## config.mk

```make
export PLATFORM = sky130hd
export DESIGN_NAME = cai_top
export DESIGN_NICKNAME = d
export VERILOG_FILES = /design/src/hw/cai_pkg.sv /design/src/hw/cai_top.sv
export SDC_FILE = /design/constraint.sdc
export NUM_CORES = 1
export LEC_CHECK = 0
export BUFFER_PORTS_ARGS = -buffer_cell sky130_fd_sc_hd__buf_2
export CORE_UTILIZATION = 45
export DETAILED_ROUTE_END_ITERATION = 10
export GPL_ROUTABILITY_DRIVEN = 0
export GPL_TIMING_DRIVEN = 0
export SLEW_MARGIN = 20
export SYNTH_ARGS = -nofsm -noshare
export SYNTH_HDL_FRONTEND = slang
export SYNTH_SLANG_ARGS = --single-unit
```

## constraint.sdc

```tcl
create_clock -name sys_clk_i -period 3.73 [get_ports sys_clk_i]
set_input_delay 0.1865 -clock sys_clk_i [delete_from_list [all_inputs] [get_ports sys_clk_i]]
set_output_delay 0.1865 -clock sys_clk_i [all_outputs]
set_load 0.02 [all_outputs]
```

## src/hw/cai_pkg.sv

```systemverilog
// constants shared by the coincidence / aux / digital-port control block
// assumes a single 40 MHz clock and software access over APB
package cai_pkg;
  // timebase
  localparam int unsigned CAI_CLK_MHZ = 40;
  localparam int unsigned CAI_UNIT_NS = 50;
  localparam int unsigned CAI_TICK_DIV = (CAI_UNIT_NS * CAI_CLK_MHZ) / 1000;
  localparam int unsigned CAI_SEC_S = 1;
  localparam int unsigned CAI_SEC_CYCLES = CAI_SEC_S * CAI_CLK_MHZ * 1_000_000;

  // register byte offsets
  localparam logic [11:0] CAI_OFF_WIN_LEN = 12'h000;
  localparam logic [11:0] CAI_OFF_TMO_LEN = 12'h004;
  localparam logic [11:0] CAI_OFF_START_EN = 12'h008;
  localparam logic [11:0] CAI_OFF_COINC_EN = 12'h00c;
  localparam logic [11:0] CAI_OFF_AUX_IN = 12'h010;
  localparam logic [11:0] CAI_OFF_AUX_OUT = 12'h014;
  localparam logic [11:0] CAI_OFF_DIG_USE = 12'h018;
  localparam logic [11:0] CAI_OFF_DIG_VAL = 12'h01c;
  localparam logic [11:0] CAI_OFF_RUN_CTL = 12'h020;
  localparam logic [11:0] CAI_OFF_RT_PRESET = 12'h024;
  localparam logic [11:0] CAI_OFF_STATUS = 12'h028;
  localparam logic [11:0] CAI_OFF_ELAPSED = 12'h02c;

  // values after reset
  localparam logic [15:0] CAI_RST_WIN_LEN = 16'h0050;
  localparam logic [15:0] CAI_RST_TMO_LEN = 16'h0fa0;
  localparam logic [15:0] CAI_RST_AUX_IN = 16'ha003;
  localparam logic [15:0] CAI_RST_AUX_OUT = 16'h0000;
  localparam logic [8:0] CAI_RST_DIG_USE = 9'h000;
  localparam logic [7:0] CAI_RST_DIG_VAL = 8'h00;
  localparam logic [31:0] CAI_RST_RT_PRESET = 32'h0000_03e8;

  // aux input control fields (index 0 = aux port two, 1 = aux port one)
  localparam int unsigned CAI_AUI_POL = 0;
  localparam int unsigned CAI_AUI_START = 2;
  localparam int unsigned CAI_AUI_COINC = 4;
  localparam int unsigned CAI_AUI_VETO_COINC = 12;
  localparam int unsigned CAI_AUI_VETO_POL = 13;
  localparam int unsigned CAI_AUI_VETO_LATE = 15;
  // aux output control fields
  localparam int unsigned CAI_AUO_SEL_W = 4;
  localparam int unsigned CAI_AUO_OE = 8;
  localparam int unsigned CAI_AUO_MIRROR = 10;
  // digital port usage fields
  localparam int unsigned CAI_DIG_STATUS = 0;
  localparam int unsigned CAI_DIG_INV = 1;
  localparam int unsigned CAI_DIG_TRIG = 2;
  localparam int unsigned CAI_DIG_CLR = 3;
  localparam int unsigned CAI_DIG_COUNT = 6;
  localparam int unsigned CAI_DIG_TRISTATE = 7;
  localparam int unsigned CAI_DIG_PULLDOWN = 8;
  localparam int unsigned CAI_DIG_TRIG_LINE = 6;
  localparam int unsigned CAI_DIG_STAT_LINE = 7;
  // run control fields
  localparam int unsigned CAI_RUN_PRESET_EN = 0;
  localparam int unsigned CAI_RUN_START = 4;
  localparam int unsigned CAI_RUN_STOP = 5;
  localparam int unsigned CAI_RUN_CLEAR = 6;
  // status fields
  localparam int unsigned CAI_STAT_TIMEOUT = 3;

  typedef enum logic [3:0] {
    CAI_SRC_START = 4'h0,
    CAI_SRC_RUN = 4'h1,
    CAI_SRC_ACTIVE = 4'h2,
    CAI_SRC_OK = 4'h3,
    CAI_SRC_DEAD = 4'h4,
    CAI_SRC_ENC_A = 4'h5,
    CAI_SRC_ONE = 4'h6,
    CAI_SRC_ZERO = 4'h7
  } cai_src_t;

  typedef enum logic [2:0] {
    CAI_ST_IDLE = 3'b001,
    CAI_ST_WIN = 3'b010,
    CAI_ST_WAIT = 3'b100
  } cai_state_t;
endpackage

```

## src/hw/cai_top.sv

```systemverilog
// coincidence window, data-ready timeout, aux connectors, digital port and run preset
// assumes converter hit/ready pulses synchronous to sys_clk_i; APB master drives the bus
//
// The register addresses and the APB slave port were chosen for this implementation.
`timescale 1ns/1ps
`default_nettype none
module cai_top import cai_pkg::*; #(
  parameter int unsigned NCONV = 16,
  parameter int unsigned SEC_CYCLES = CAI_SEC_CYCLES
) (
  input wire logic sys_clk_i,
  input wire logic reset_i,
  input wire logic psel_i,
  input wire logic penable_i,
  input wire logic pwrite_i,
  input wire logic [11:0] paddr_i,
  input wire logic [31:0] pwdata_i,
  output logic [31:0] prdata_o,
  output logic pready_o,
  output logic pslverr_o,
  input wire logic [NCONV-1:0] conv_hit_i,
  input wire logic [NCONV-1:0] conv_ready_i,
  input wire logic enc_a_i,
  input wire logic veto_i,
  input wire logic [1:0] aux_in_i,
  output logic [1:0] aux_out_o,
  output logic [1:0] aux_oe_o,
  input wire logic [7:0] dig_in_i,
  output logic [7:0] dig_out_o,
  output logic [7:0] dig_oe_o,
  output logic dig_tristate_o,
  output logic dig_pulldown_o,
  output logic go_o,
  output logic clear_o,
  output logic store_o
);
  localparam int unsigned SEC_W = $clog2(SEC_CYCLES);

  cai_state_t st_ff, nxt_st;
  logic pready_ff, pslverr_ff;
  logic [31:0] prdata_ff;
  logic [15:0] win_len_ff, tmo_len_ff, aux_in_ctl_ff, aux_out_ctl_ff;
  logic [NCONV-1:0] start_en_ff, coinc_en_ff;
  logic [8:0] dig_use_ff;
  logic [7:0] dig_val_ff, dig_out_ff, dig_oe_ff;
  logic preset_en_ff, run_ff, timeout_ff, clear_ff, store_ff, trig_prev_ff, veto_prev_ff;
  logic [31:0] rt_preset_ff, elapsed_ff;
  logic [SEC_W-1:0] sec_cnt_ff;
  logic [1:0] tick_cnt_ff, aux_prev_ff, aux_drv_ff, aux_oe_ff, seen_aux_ff;
  logic tick_ff, seen_veto_ff;
  logic [15:0] cnt_ff, len_ff, ticks_ff;
  logic [NCONV-1:0] seen_conv_ff, wait_mask_ff, rdy_seen_ff;

  // apb: one wait state, so pready and prdata both leave flops
  wire acc = psel_i & penable_i;
  wire first = acc & ~pready_ff;
  wire wr = acc & pready_ff & pwrite_i;
  wire hit_win = paddr_i == CAI_OFF_WIN_LEN;
  wire hit_tmo = paddr_i == CAI_OFF_TMO_LEN;
  wire hit_sen = paddr_i == CAI_OFF_START_EN;
  wire hit_coi = paddr_i == CAI_OFF_COINC_EN;
  wire hit_aui = paddr_i == CAI_OFF_AUX_IN;
  wire hit_auo = paddr_i == CAI_OFF_AUX_OUT;
  wire hit_duse = paddr_i == CAI_OFF_DIG_USE;
  wire hit_dval = paddr_i == CAI_OFF_DIG_VAL;
  wire hit_run = paddr_i == CAI_OFF_RUN_CTL;
  wire hit_pre = paddr_i == CAI_OFF_RT_PRESET;
  wire hit_stat = paddr_i == CAI_OFF_STATUS;
  wire hit_ela = paddr_i == CAI_OFF_ELAPSED;
  wire mapped = hit_win | hit_tmo | hit_sen | hit_coi | hit_aui | hit_auo | hit_duse |
                hit_dval | hit_run | hit_pre | hit_stat | hit_ela;
  wire [31:0] conv_pad_sen = {{(32-NCONV){1'b0}}, start_en_ff};
  wire [31:0] conv_pad_coi = {{(32-NCONV){1'b0}}, coinc_en_ff};
  wire [31:0] status_word = {28'h0000000, timeout_ff, st_ff == CAI_ST_WAIT,
                             st_ff == CAI_ST_WIN, run_ff};
  wire [31:0] rd_mux =
    hit_win ? {16'h0000, win_len_ff} :
    hit_tmo ? {16'h0000, tmo_len_ff} :
    hit_sen ? conv_pad_sen :
    hit_coi ? conv_pad_coi :
    hit_aui ? {16'h0000, aux_in_ctl_ff} :
    hit_auo ? {16'h0000, aux_out_ctl_ff} :
    hit_duse ? {23'h000000, dig_use_ff} :
    hit_dval ? {24'h000000, dig_val_ff} :
    hit_run ? {31'h00000000, preset_en_ff} :
    hit_pre ? rt_preset_ff :
    hit_stat ? status_word :
    hit_ela ? elapsed_ff : 32'h00000000;

  always_ff @(posedge sys_clk_i) begin
    if (reset_i) begin
      pready_ff <= 1'b0;
      pslverr_ff <= 1'b0;
      prdata_ff <= 32'h00000000;
    end else begin
      pready_ff <= first;
      pslverr_ff <= first & ~mapped;
      prdata_ff <= (first & ~pwrite_i) ? rd_mux : 32'h00000000;
    end
  end

  always_ff @(posedge sys_clk_i) begin
    if (reset_i) begin
      win_len_ff <= CAI_RST_WIN_LEN;
      tmo_len_ff <= CAI_RST_TMO_LEN;
      start_en_ff <= '0;
      coinc_en_ff <= '0;
      aux_in_ctl_ff <= CAI_RST_AUX_IN;
      aux_out_ctl_ff <= CAI_RST_AUX_OUT;
      dig_use_ff <= CAI_RST_DIG_USE;
      preset_en_ff <= 1'b0;
      rt_preset_ff <= CAI_RST_RT_PRESET;
    end else if (wr) begin
      if (hit_win) win_len_ff <= pwdata_i[15:0];
      if (hit_tmo) tmo_len_ff <= pwdata_i[15:0];
      if (hit_sen) start_en_ff <= pwdata_i[NCONV-1:0];
      if (hit_coi) coinc_en_ff <= pwdata_i[NCONV-1:0];
      if (hit_aui) aux_in_ctl_ff <= pwdata_i[15:0];
      if (hit_auo) aux_out_ctl_ff <= pwdata_i[15:0];
      if (hit_duse) dig_use_ff <= pwdata_i[8:0];
      if (hit_run) preset_en_ff <= pwdata_i[CAI_RUN_PRESET_EN];
      if (hit_pre) rt_preset_ff <= pwdata_i;
    end
  end

  // 50 ns tick from the 40 MHz clock
  wire tick_wrap = tick_cnt_ff == 2'(CAI_TICK_DIV - 1);
  always_ff @(posedge sys_clk_i) begin
    if (reset_i) begin
      tick_cnt_ff <= 2'h0;
      tick_ff <= 1'b0;
    end else begin
      tick_cnt_ff <= tick_wrap ? 2'h0 : tick_cnt_ff + 2'h1;
      tick_ff <= tick_wrap;
    end
  end

  // run gate, triggered start, preset
  wire dig_inv = dig_use_ff[CAI_DIG_INV];
  wire trig_lvl = dig_in_i[CAI_DIG_TRIG_LINE] ^ dig_inv;
  wire trig_rise = trig_lvl & ~trig_prev_ff;
  wire hw_start = dig_use_ff[CAI_DIG_TRIG] & trig_rise & ~run_ff;
  wire sw_start = wr & hit_run & pwdata_i[CAI_RUN_START];
  wire sw_stop = wr & hit_run & pwdata_i[CAI_RUN_STOP];
  wire clear_evt = (wr & hit_run & pwdata_i[CAI_RUN_CLEAR]) |
                   (hw_start & dig_use_ff[CAI_DIG_CLR]);
  wire preset_hit = preset_en_ff & (elapsed_ff >= rt_preset_ff);
  wire nxt_run = run_ff ? ~(sw_stop | preset_hit) : (sw_start | hw_start);
  wire stop_evt = run_ff & ~nxt_run;
  wire sec_wrap = sec_cnt_ff == SEC_W'(SEC_CYCLES - 1);

  always_ff @(posedge sys_clk_i) begin
    if (reset_i) begin
      run_ff <= 1'b0;
      clear_ff <= 1'b0;
      trig_prev_ff <= 1'b0;
    end else begin
      run_ff <= nxt_run;
      clear_ff <= clear_evt;
      trig_prev_ff <= trig_lvl;
    end
  end

  // elapsed time keeps running over stop/start until cleared
  always_ff @(posedge sys_clk_i) begin
    if (reset_i || clear_evt) begin
      sec_cnt_ff <= '0;
      elapsed_ff <= 32'h00000000;
    end else if (run_ff) begin
      sec_cnt_ff <= sec_wrap ? '0 : sec_cnt_ff + SEC_W'(1);
      if (sec_wrap) elapsed_ff <= elapsed_ff + 32'h00000001;
    end
  end

  // a software write of the value overrides the increment of the same cycle
  always_ff @(posedge sys_clk_i) begin
    if (reset_i) dig_val_ff <= CAI_RST_DIG_VAL;
    else if (wr && hit_dval) dig_val_ff <= pwdata_i[7:0];
    else if (stop_evt && dig_use_ff[CAI_DIG_COUNT]) dig_val_ff <= dig_val_ff + 8'h01;
  end

  // digital port drive
  wire stat_on = dig_use_ff[CAI_DIG_STATUS];
  wire cnt_on = dig_use_ff[CAI_DIG_COUNT];
  wire [7:0] dig_val_out = {stat_on ? run_ff : dig_val_ff[7], dig_val_ff[6:0]} ^ {8{dig_inv}};
  wire [7:0] dig_en = {stat_on | cnt_on, cnt_on & ~dig_use_ff[CAI_DIG_TRIG], {6{cnt_on}}};
  always_ff @(posedge sys_clk_i) begin
    if (reset_i) begin
      dig_out_ff <= 8'h00;
      dig_oe_ff <= 8'h00;
    end else begin
      dig_out_ff <= dig_val_out;
      dig_oe_ff <= dig_en;
    end
  end

  // coincidence inputs; an aux pin being driven is not read as an input
  wire [1:0] aux_lvl = aux_in_i ^ aux_in_ctl_ff[CAI_AUI_POL +: 2];
  wire [1:0] aux_rise = aux_lvl & ~aux_prev_ff & ~aux_oe_ff;
  wire [1:0] aux_start_en = aux_in_ctl_ff[CAI_AUI_START +: 2];
  wire [1:0] aux_coinc_en = aux_in_ctl_ff[CAI_AUI_COINC +: 2];
  wire veto_lvl = veto_i ^ aux_in_ctl_ff[CAI_AUI_VETO_POL];
  wire veto_rise = veto_lvl & ~veto_prev_ff;
  wire veto_coinc = aux_in_ctl_ff[CAI_AUI_VETO_COINC];
  wire veto_late = aux_in_ctl_ff[CAI_AUI_VETO_LATE];
  wire start_hit = run_ff & ((|(conv_hit_i & start_en_ff)) | (|(aux_rise & aux_start_en)));
  wire [NCONV-1:0] cur_conv = seen_conv_ff | conv_hit_i;
  wire [1:0] cur_aux = seen_aux_ff | aux_rise;
  wire cur_veto = seen_veto_ff | veto_rise;
  wire in_idle = st_ff == CAI_ST_IDLE;
  wire in_win = st_ff == CAI_ST_WIN;
  wire in_wait = st_ff == CAI_ST_WAIT;
  wire cnt_last = tick_ff & (cnt_ff <= 16'h0001);
  wire win_end = in_win & cnt_last;
  wire veto_abort = in_win & veto_rise & ~veto_coinc & ~veto_late;
  wire coinc_pass = ((coinc_en_ff & ~cur_conv) == '0) &
                    ((aux_coinc_en & ~cur_aux) == 2'h0) &
                    (veto_coinc ? cur_veto : ~cur_veto);
  wire coinc_ok = win_end & coinc_pass & ~veto_abort;
  wire rdy_all = (wait_mask_ff & ~(rdy_seen_ff | conv_ready_i)) == '0;
  wire wait_tmo = in_wait & ~rdy_all & cnt_last;
  wire win_start = in_idle & start_hit;

  always_comb begin
    nxt_st = st_ff;
    unique case (st_ff)
      CAI_ST_IDLE: if (start_hit) nxt_st = CAI_ST_WIN;
      CAI_ST_WIN: begin
        if (veto_abort) nxt_st = CAI_ST_IDLE;
        else if (win_end) nxt_st = coinc_pass ? CAI_ST_WAIT : CAI_ST_IDLE;
      end
      CAI_ST_WAIT: if (rdy_all || wait_tmo) nxt_st = CAI_ST_IDLE;
    endcase
  end

  always_ff @(posedge sys_clk_i) begin
    if (reset_i) begin
      st_ff <= CAI_ST_IDLE;
      aux_prev_ff <= 2'h0;
      veto_prev_ff <= 1'b0;
      store_ff <= 1'b0;
    end else begin
      st_ff <= nxt_st;
      aux_prev_ff <= aux_lvl;
      veto_prev_ff <= veto_lvl;
      store_ff <= in_wait & rdy_all;
    end
  end

  // counters reload with a snapshot so mid-window writes only affect the next one
  always_ff @(posedge sys_clk_i) begin
    if (reset_i) begin
      cnt_ff <= 16'h0000;
      len_ff <= 16'h0000;
      ticks_ff <= 16'h0000;
    end else if (win_start) begin
      cnt_ff <= win_len_ff;
      len_ff <= win_len_ff;
      ticks_ff <= 16'h0000;
    end else if (coinc_ok) begin
      cnt_ff <= tmo_len_ff;
      len_ff <= tmo_len_ff;
      ticks_ff <= 16'h0000;
    end else if (tick_ff && !in_idle) begin
      cnt_ff <= cnt_ff - 16'h0001;
      ticks_ff <= ticks_ff + 16'h0001;
    end
  end

  always_ff @(posedge sys_clk_i) begin
    if (reset_i || win_start) begin
      seen_conv_ff <= reset_i ? '0 : conv_hit_i;
      seen_aux_ff <= reset_i ? 2'h0 : aux_rise;
      seen_veto_ff <= reset_i ? 1'b0 : veto_rise;
    end else if (in_win) begin
      seen_conv_ff <= cur_conv;
      seen_aux_ff <= cur_aux;
      seen_veto_ff <= cur_veto;
    end
  end

  always_ff @(posedge sys_clk_i) begin
    if (reset_i) begin
      wait_mask_ff <= '0;
      rdy_seen_ff <= '0;
    end else if (coinc_ok) begin
      wait_mask_ff <= cur_conv;
      rdy_seen_ff <= '0;
    end else if (in_wait) begin
      rdy_seen_ff <= rdy_seen_ff | conv_ready_i;
    end
  end

  // sticky timeout; a new timeout beats a clear in the same cycle
  always_ff @(posedge sys_clk_i) begin
    if (reset_i) timeout_ff <= 1'b0;
    else if (wait_tmo) timeout_ff <= 1'b1;
    else if (wr && hit_stat && pwdata_i[CAI_STAT_TIMEOUT]) timeout_ff <= 1'b0;
  end

  // aux output multiplexers, index 0 = aux port two
  for (genvar k = 0; k < 2; k++) begin : g_aux
    wire [3:0] sel = aux_out_ctl_ff[k*CAI_AUO_SEL_W +: CAI_AUO_SEL_W];
    wire mirror = aux_out_ctl_ff[CAI_AUO_MIRROR + k];
    wire [7:0] src = {mirror & run_ff, 1'b1, enc_a_i, in_wait, coinc_ok,
                      !in_idle, in_win, win_start};
    wire drv = sel[3] ? 1'b0 : src[sel[2:0]];
    always_ff @(posedge sys_clk_i) begin
      if (reset_i) begin
        aux_drv_ff[k] <= 1'b0;
        aux_oe_ff[k] <= 1'b0;
      end else begin
        aux_drv_ff[k] <= drv;
        aux_oe_ff[k] <= aux_out_ctl_ff[CAI_AUO_OE + k];
      end
    end
  end

  assign prdata_o = prdata_ff;
  assign pready_o = pready_ff;
  assign pslverr_o = pslverr_ff;
  assign aux_out_o = aux_drv_ff;
  assign aux_oe_o = aux_oe_ff;
  assign dig_out_o = dig_out_ff;
  assign dig_oe_o = dig_oe_ff;
  assign dig_tristate_o = dig_use_ff[CAI_DIG_TRISTATE];
  assign dig_pulldown_o = dig_use_ff[CAI_DIG_PULLDOWN];
  assign go_o = run_ff;
  assign clear_o = clear_ff;
  assign store_o = store_ff;
endmodule
`default_nettype wire

```

==> results.sh, run 1 <==
export IMPL_antenna_found_initial=2
export IMPL_regToRegEndpoint="seen_veto_ff"
export IMPL_worst_slew_pin_transition_ns=1.19
export IMPL_layout_nets=2183
export IMPL_ioPinCount=152
export IMPL_min_delay_path_class="in -> reg"
export IMPL_synth_yosys_warnings=0
export IMPL_powerDensity_nw_per_um2=448
export IMPL_timing_final_max_slew_violations=0
export IMPL_r2r_setup_slk_ns=0.30
export IMPL_rows=66
export IMPL_synthesis_nets=1958
export IMPL_critical_path_endpoint="seen_veto_ff"
export IMPL_launch_instance_of_the_worst_register_to_register_path="start_en_ff[3]"
export IMPL_num_clock_sinks=334
export IMPL_crit_arrival_ns=3.61
export IMPL_clock_pin_slew_worst_setup_and_hold_paths_ns=0.06
export IMPL_period_minus_slack_ns=3.45
export IMPL_maxClockFrequency_ghz=0.290
export IMPL_drc=0
export IMPL_cts_path_max_buffers=3
export IMPL_share_of_layout_cells_above_drive_strength_1_pct=10.9
export IMPL_synth_seq_cells=334
export IMPL_drt_pass1_iter_count=6
export IMPL_syn_mean_instance_area_um2=8.28
export IMPL_route_antenna_remaining_nets=0
export IMPL_final_setup_viol_count=0
export IMPL_initial_core_util_pct=46.1
export IMPL_synth_lib_cells_used_distinct=75
export IMPL_drt_iter0_drc=1473
export IMPL_first_global_vias=13468
export IMPL_synth_seq_area_share_pct=45.5
export IMPL_timing_max_slew_rel_slack_pct=20.5
export IMPL_cts_setup_buffers=0
export IMPL_synth_edff_count=19
export IMPL_dp_hpwl_um=38500
export IMPL_die_h_um=185
export IMPL_cellLeakagePower_nw=6.55
export IMPL_report_final_hold_viol_count=0
export IMPL_dieArea_um2=34300
export IMPL_postSynth_topFlopCell="dfxtp_1"
export IMPL_cp_startpoint="conv_hit_i[3]"
export IMPL_worst_endpoint_required_ns=3.89
export IMPL_totalWireLength_um=52300
export IMPL_tritoncts_num_buffers=39
export IMPL_irDropWorstVdd_mv=0.388
export IMPL_grt_first_pass_wirelength_um=78600
export IMPL_reg2regPathDepth=7
export IMPL_floorplan_core_area_um2=32800
export IMPL_global_route_usage_total_pct=30.4
export IMPL_globalRoute_totalOverflow=0
export IMPL_critical_path_startpoint_type="input port"
export IMPL_outcome="complete, no violations"
export IMPL_num_vias=14582
export IMPL_clock_root_buffer="clkbuf_16"
export IMPL_layout_cells_non_filler=2520
export IMPL_syn_to_final_growth_pct=19.6
export IMPL_synth_async_sr_flop_share_pct=0
export IMPL_crit_type="in -> reg"
export IMPL_crit_path_max_fanout=19
export IMPL_netlist_instances=1827
export IMPL_grt_max_degree=20
export IMPL_timing_final_crit_share_pct=92.6
export IMPL_placed_cells_incl_taps=2403
export IMPL_detail_route_vias_per_cell=5.79
export IMPL_routedWlPerCell_um=20.8
export IMPL_quantity_of_i_o_buffers_inserted_on_ports=134
export IMPL_tritoncts="built"
export IMPL_worst_skew_pair_late_latency_ns=0.54
export IMPL_clock_tree_htree_level_count=2
export IMPL_rsz0062_at_grt="false"
export IMPL_maxCapViolCount=0
export IMPL_skew_ns=0.0221
export IMPL_endpoint_kind="register"
export IMPL_die_width_um=185
export IMPL_antenna_cells_inserted=0
export IMPL_finalCoreUtilization_pct=55.2
export IMPL_syn_cell_area_um2=15100
-- worst max-delay path, stage by stage --
cell,delay (ns)
dlygate4sd3_1,0.55
buf_2,0.15
a22o_1,0.26
a221oi_1,0.23
nand4_1,0.25
o211ai_1,0.45
clkbuf_1,0.52
buf_1,0.59
nand3_4,0.42
-- final cells by class --
type / instances / area [um^2]
multi-input cells: 1332 / 7600
clock inverters: 11 / 119
flip-flops and latches: 334 / 6880
well taps: 442 / 553
plain buffers: 110 / 468
fillers: 3128 / 14700
repair buffers: 184 / 1170
clock buffers: 56 / 1110
inverters: 51 / 191
-- logic make-up after synthesis --
group	count (synthesis)	synth area share, %
AO/OA/AOI/OAI	418	17.6
XOR/XNOR	72	4.17
adder cells (fa/ha/maj)	38	3.14
buffers and inverters	161	4.36
flip-flops	334	45.5
multiplexers	30	2.33
AND/OR/NAND/NOR	774	23.0
-- placed cells by master (no fill, tap or decap), drive strengths merged, types with 25 or more instances in the layout --
master and n:
buf 156, mux2i 25, nor3b 32, nand2 353, nand3 41, dlygate4sd3 50
a211oi 32, clkbuf 144, dfxtp 315, ha 38, a22oi 33, inv 54
xnor2 34, xor2 38, o21ai 33, a21oi 197, nor2 224
-- worst min path at each step --
stage / from / slack [ns] / cells after the start / end
2_1_floorplan: pwdata_i[13] / 0.31 / 2 / aux_in_ctl_ff[13]
3_3_place_gp: tick_cnt_ff[0] / 0.41 / 1 / tick_cnt_ff[0]
3_5_place_dp: pwdata_i[18] / 0.43 / 3 / rt_preset_ff[18]
4_1_cts: pwdata_i[12] / 0.001 / 3 / win_len_ff[12]
5_1_grt: pwdata_i[9] / 0.005 / 3 / coinc_en_ff[9]
6_report: pwdata_i[13] / 0.01 / 3 / coinc_en_ff[13]
-- metrics by stage --
| stage | hold WS [ns] | TNS [ns] | cell area (um^2) | power (mW) | worst slack (ns) |
|---|---|---|---|---|---|
| after detailed placement | 0.433 | -4.75 | 16300 | 4.39 | -0.252 |
| after floorplan | 0.310 | 0 | 15100 | 4.16 | 1.08 |
| after global placement | 0.413 | -3.70 | 16300 | 4.38 | -0.197 |
| after CTS | 0.00111 | 0 | 18100 | 8.13 | 0.144 |
| after global routing | 0.00498 | 0 | 18100 | 8.34 | 0.154 |
| final | 0.0125 | 0 | 18100 | 8.10 | 0.277 |
-- where the power goes --
group / internal [mW] / leakage [nW] / switching (mW)
registers: 3.66 / 2.73 / 0.0487
logic: 0.250 / 3.21 / 0.409
clock network: 2.20 / 0.604 / 1.52
-- sequential cells by signal, indices dropped and copies added, names as in the netlist, 3 cells and up --
| register | count |
|---|---|
| tmo_len_ff | 16 |
| dig_oe_o | 3 |
| seen_conv_ff | 16 |
| rdy_seen_ff | 16 |
| aux_in_ctl_ff | 16 |
| wait_mask_ff | 16 |
| sec_cnt_ff | 26 |
| prdata_o | 32 |
| aux_out_ctl_ff | 16 |
| elapsed_ff | 32 |
| cnt_ff | 16 |
| st_ff | 3 |
| rt_preset_ff | 32 |
| dig_out_o | 8 |
| dig_use_ff | 9 |
| start_en_ff | 16 |
| win_len_ff | 16 |
| dig_val_ff | 8 |
| coinc_en_ff | 16 |
-- synth_stat cells, types with 12 or more instances --
cell / n / share of area (%)
xor2_1: 38 / 2.2
o211ai_1: 12 / 0.60
a21oi_1: 197 / 6.5
a221oi_1: 12 / 0.70
a211oi_1: 32 / 1.6
nor3b_1: 31 / 1.5
a22oi_1: 33 / 1.6
nand4_1: 18 / 0.74
xnor2_1: 34 / 2.0
o21ai_0: 32 / 1.1
nand2_1: 353 / 8.8
inv_1: 51 / 1.3
edfxtp_1: 19 / 3.8
and3_1: 15 / 0.62
or3_1: 24 / 0.99
dfxtp_1: 315 / 42
o22ai_1: 13 / 0.54
ha_1: 38 / 3.1
mux2i_1: 25 / 1.7
clkbuf_1: 87 / 2.2
nand3_1: 41 / 1.4
a222oi_1: 12 / 0.79
nor3_1: 15 / 0.50
a31oi_1: 16 / 0.66
nor2_1: 223 / 5.5
-- what timing repair did --
action	CTS	global route
cloned	0	0
setup endpoints to repair	19	19
gates resized for setup	1	1
hold buffers	50	0
endpoints found under the hold margin	49	0
-- metal layers --
| layer | track usage (%) | vias up | share of wire [%] |
|---|---|---|---|
| li1 | - | 6838 | - |
| met1 | 42.6 | 6963 | 44 |
| met2 | 46.6 | 660 | 43 |
| met3 | 6.02 | 117 | 9.5 |
| met4 | 10.0 | 4 | 3.2 |
| met5 | 0 | - | 0.044 |
(Power assumes the default switching activity.)
==> run 2: changes to the inputs <==
--- a/config.mk
+++ b/config.mk
@@ -6,6 +6,7 @@
 export NUM_CORES = 1
 export LEC_CHECK = 0
 export BUFFER_PORTS_ARGS = -buffer_cell sky130_fd_sc_hd__buf_2
+export CORE_ASPECT_RATIO = 2
 export CORE_UTILIZATION = 45
 export DETAILED_ROUTE_END_ITERATION = 10
 export GPL_ROUTABILITY_DRIVEN = 0
==> run 2 against run 1 <==
Register-to-register slack worse by 0.14 ns. Maximum frequency down 3.4%. Utilization up 0.13 points. Cell area up 0.68%. Non-clock buffer count up 12.
==> results.sh, run 2 (synthesis gave the netlist of run 1 again) <==
export IMPL_final_setup_viol_count=0
export IMPL_crit_arrival_ns=3.80
export IMPL_final_hold_worst_slack_ns=0.0256
export IMPL_worst_slew_pin_transition_ns=1.24
export IMPL_critical_path_endpoint="seen_conv_ff[9]"
export IMPL_die_h_um=261
export IMPL_quantity_of_i_o_buffers_inserted_on_ports=134
export IMPL_skew_ns=0.0102
export IMPL_report_final_hold_viol_count=0
export IMPL_clock_pin_slew_worst_setup_and_hold_paths_ns=0.07
export IMPL_detail_route_vias_per_cell=5.80
export IMPL_period_minus_slack_ns=3.57
export IMPL_clock_tree_htree_level_count=1
export IMPL_pwr_share_seq_pct=45.0
export IMPL_first_global_vias=14370
export IMPL_layout_cells_most_common="nand2_1"
export IMPL_timing_final_max_slew_violations=0
export IMPL_fin_ws_ns=0.156
export IMPL_p_sw_mw=1.93
export IMPL_grt_max_degree=20
export IMPL_antenna_found_initial=1
export IMPL_tritoncts_num_buffers=31
export IMPL_pwr_share_clk_pct=46.7
export IMPL_irDropWorstVdd_mv=0.372
export IMPL_regToRegEndpoint="seen_conv_ff[9]"
export IMPL_globalRoute_totalOverflow=0
export IMPL_cp_startpoint="start_en_ff[15]"
export IMPL_launch_instance_of_the_worst_register_to_register_path="start_en_ff[15]"
export IMPL_cts_path_max_buffers=3
export IMPL_timing_final_crit_share_pct=95.8
export IMPL_num_clock_sinks=334
export IMPL_timing_max_slew_rel_slack_pct=16.7
export IMPL_power_total_mw=8.24
export IMPL_maxClockFrequency_ghz=0.280
export IMPL_combPwrFrac_pct=8.3
export IMPL_worst_skew_pair_late_latency_ns=0.59
export IMPL_maxCapViolCount=0
export IMPL_global_route_usage_total_pct=32.9
export IMPL_tritoncts="built"
export IMPL_drt_iter0_drc=1081
export IMPL_endpoint_kind="register"
export IMPL_reg2regPathDepth=7
export IMPL_drt_pass1_iter_count=7
export IMPL_drc=0
export IMPL_routedWlPerCell_um=22.7
export IMPL_syn_to_final_growth_pct=20.4
export IMPL_num_vias=14564
export IMPL_die_width_um=132
export IMPL_route_antenna_remaining_nets=0
export IMPL_internal_power_mw=6.30
export IMPL_min_delay_path_class="in -> reg"
export IMPL_placed_cells_incl_taps=2393
export IMPL_outcome="complete, no violations"
export IMPL_rsz0062_at_grt="false"
export IMPL_powerDensity_nw_per_um2=452
export IMPL_floorplan_core_area_um2=32900
export IMPL_r2r_setup_slk_ns=0.16
export IMPL_share_of_layout_cells_above_drive_strength_1_pct=10.7
export IMPL_layout_cells_non_filler=2513
export IMPL_initial_core_util_pct=45.9
export IMPL_layout_nets=2187
export IMPL_worst_endpoint_required_ns=3.96
export IMPL_rows=94
export IMPL_antenna_cells_inserted=0
export IMPL_crit_path_max_fanout=19
export IMPL_setup_tns_after_final_layout_ns=0
export IMPL_commonest_cells_after_routing_fill_and_taps_aside="353 x nand2_1, 315 x dfxtp_1, 223 x nor2_1, 197 x a21oi_1, 141 x buf_2"
export IMPL_grt_first_pass_wirelength_um=85100
export IMPL_totalWireLength_um=57100
export IMPL_preCtsSetupSlack_ns=-0.395
export IMPL_dp_hpwl_um=43000
export IMPL_dieArea_um2=34400
export IMPL_crit_type="reg -> reg"
export IMPL_critical_path_startpoint_type="register"
export IMPL_switching_share_pct=23.4
export IMPL_ioPinCount=152
export IMPL_clock_root_buffer="clkbuf_16"
export IMPL_cellLeakagePower_nw=6.61
run 2: cell count changes in the layout (fill, tap and decap cells not counted):
| cell | delta |
|---|---|
| clkbuf_16 | -6 |
| clkinvlp_4 | -1 |
| bufinv_16 | +7 |
| clkinv_2 | -3 |
| dlygate4sd3_1 | +12 |
| clkbuf_1 | -5 |
| clkbuf_8 | +1 |
| inv_6 | -2 |
run 2: worst min-delay path by stage:
stage / depth (start not counted) / slack, ns / endpoint / startpoint
after floorplan: 2 / 0.31 / aux_in_ctl_ff[13] / pwdata_i[13]
after global placement: 1 / 0.41 / tick_cnt_ff[0] / tick_cnt_ff[0]
after detailed placement: 1 / 0.42 / tick_cnt_ff[0] / tick_cnt_ff[0]
after CTS: 4 / 0.01 / pready_o / penable_i
after global routing: 4 / 0.07 / pready_o / penable_i
final: 4 / 0.03 / pready_o / penable_i
run 2: cell type report:
type,count,area [um^2]
plain buffers,110,468
clock buffers,46,955
fillers,3151,14700
multi-input cells,1332,7600
repair buffers,196,1290
inverters,51,191
well taps,432,541
flip-flops and latches,334,6880
clock inverters,12,289
run 2: per-layer routing:
| layer | global-route usage [%] | wire length (um) |
|---|---|---|
| met5 | 0 | 12 |
| met4 | 27.8 | 5290 |
| met3 | 5.05 | 3730 |
| met2 | 58.8 | 28200 |
| met1 | 33.8 | 19800 |
run 2: through the flow:
step | util [%] | instance area (um^2)
final | 55.3 | 18200
after global placement | 49.6 | 16300
after floorplan | - | 15100
after CTS | 55.3 | 18200
after detailed placement | 49.6 | 16300
after global routing | 55.3 | 18200
run 2: repair_timing:
action | CTS | global route
gates resized for setup | 2 | 0
buffers inserted | 0 | 0
hold buffers | 62 | 0
hold endpoints to repair | 116 | 0
endpoints found under the setup margin | 19 | 0
run 2: critical path, stage by stage, from the launching register on:
cell and delay (ns):
dfxtp_1 0.35, a22o_1 0.27, a221oi_1 0.29, nand4_1 0.22
o211ai_1 0.40, clkbuf_1 0.62, buf_1 0.64, nand3_4 0.41
run 2: power groups by stage:
stage                     sequential (mW)  combinational, mW  clock (mW)
final                                3.71              0.684        3.85
after floorplan                      3.78              0.383           0
after CTS                            3.70              0.669        3.88
after global placement               3.78              0.602           0
after detailed placement             3.79              0.612           0
after global routing                 3.71              0.734        4.02
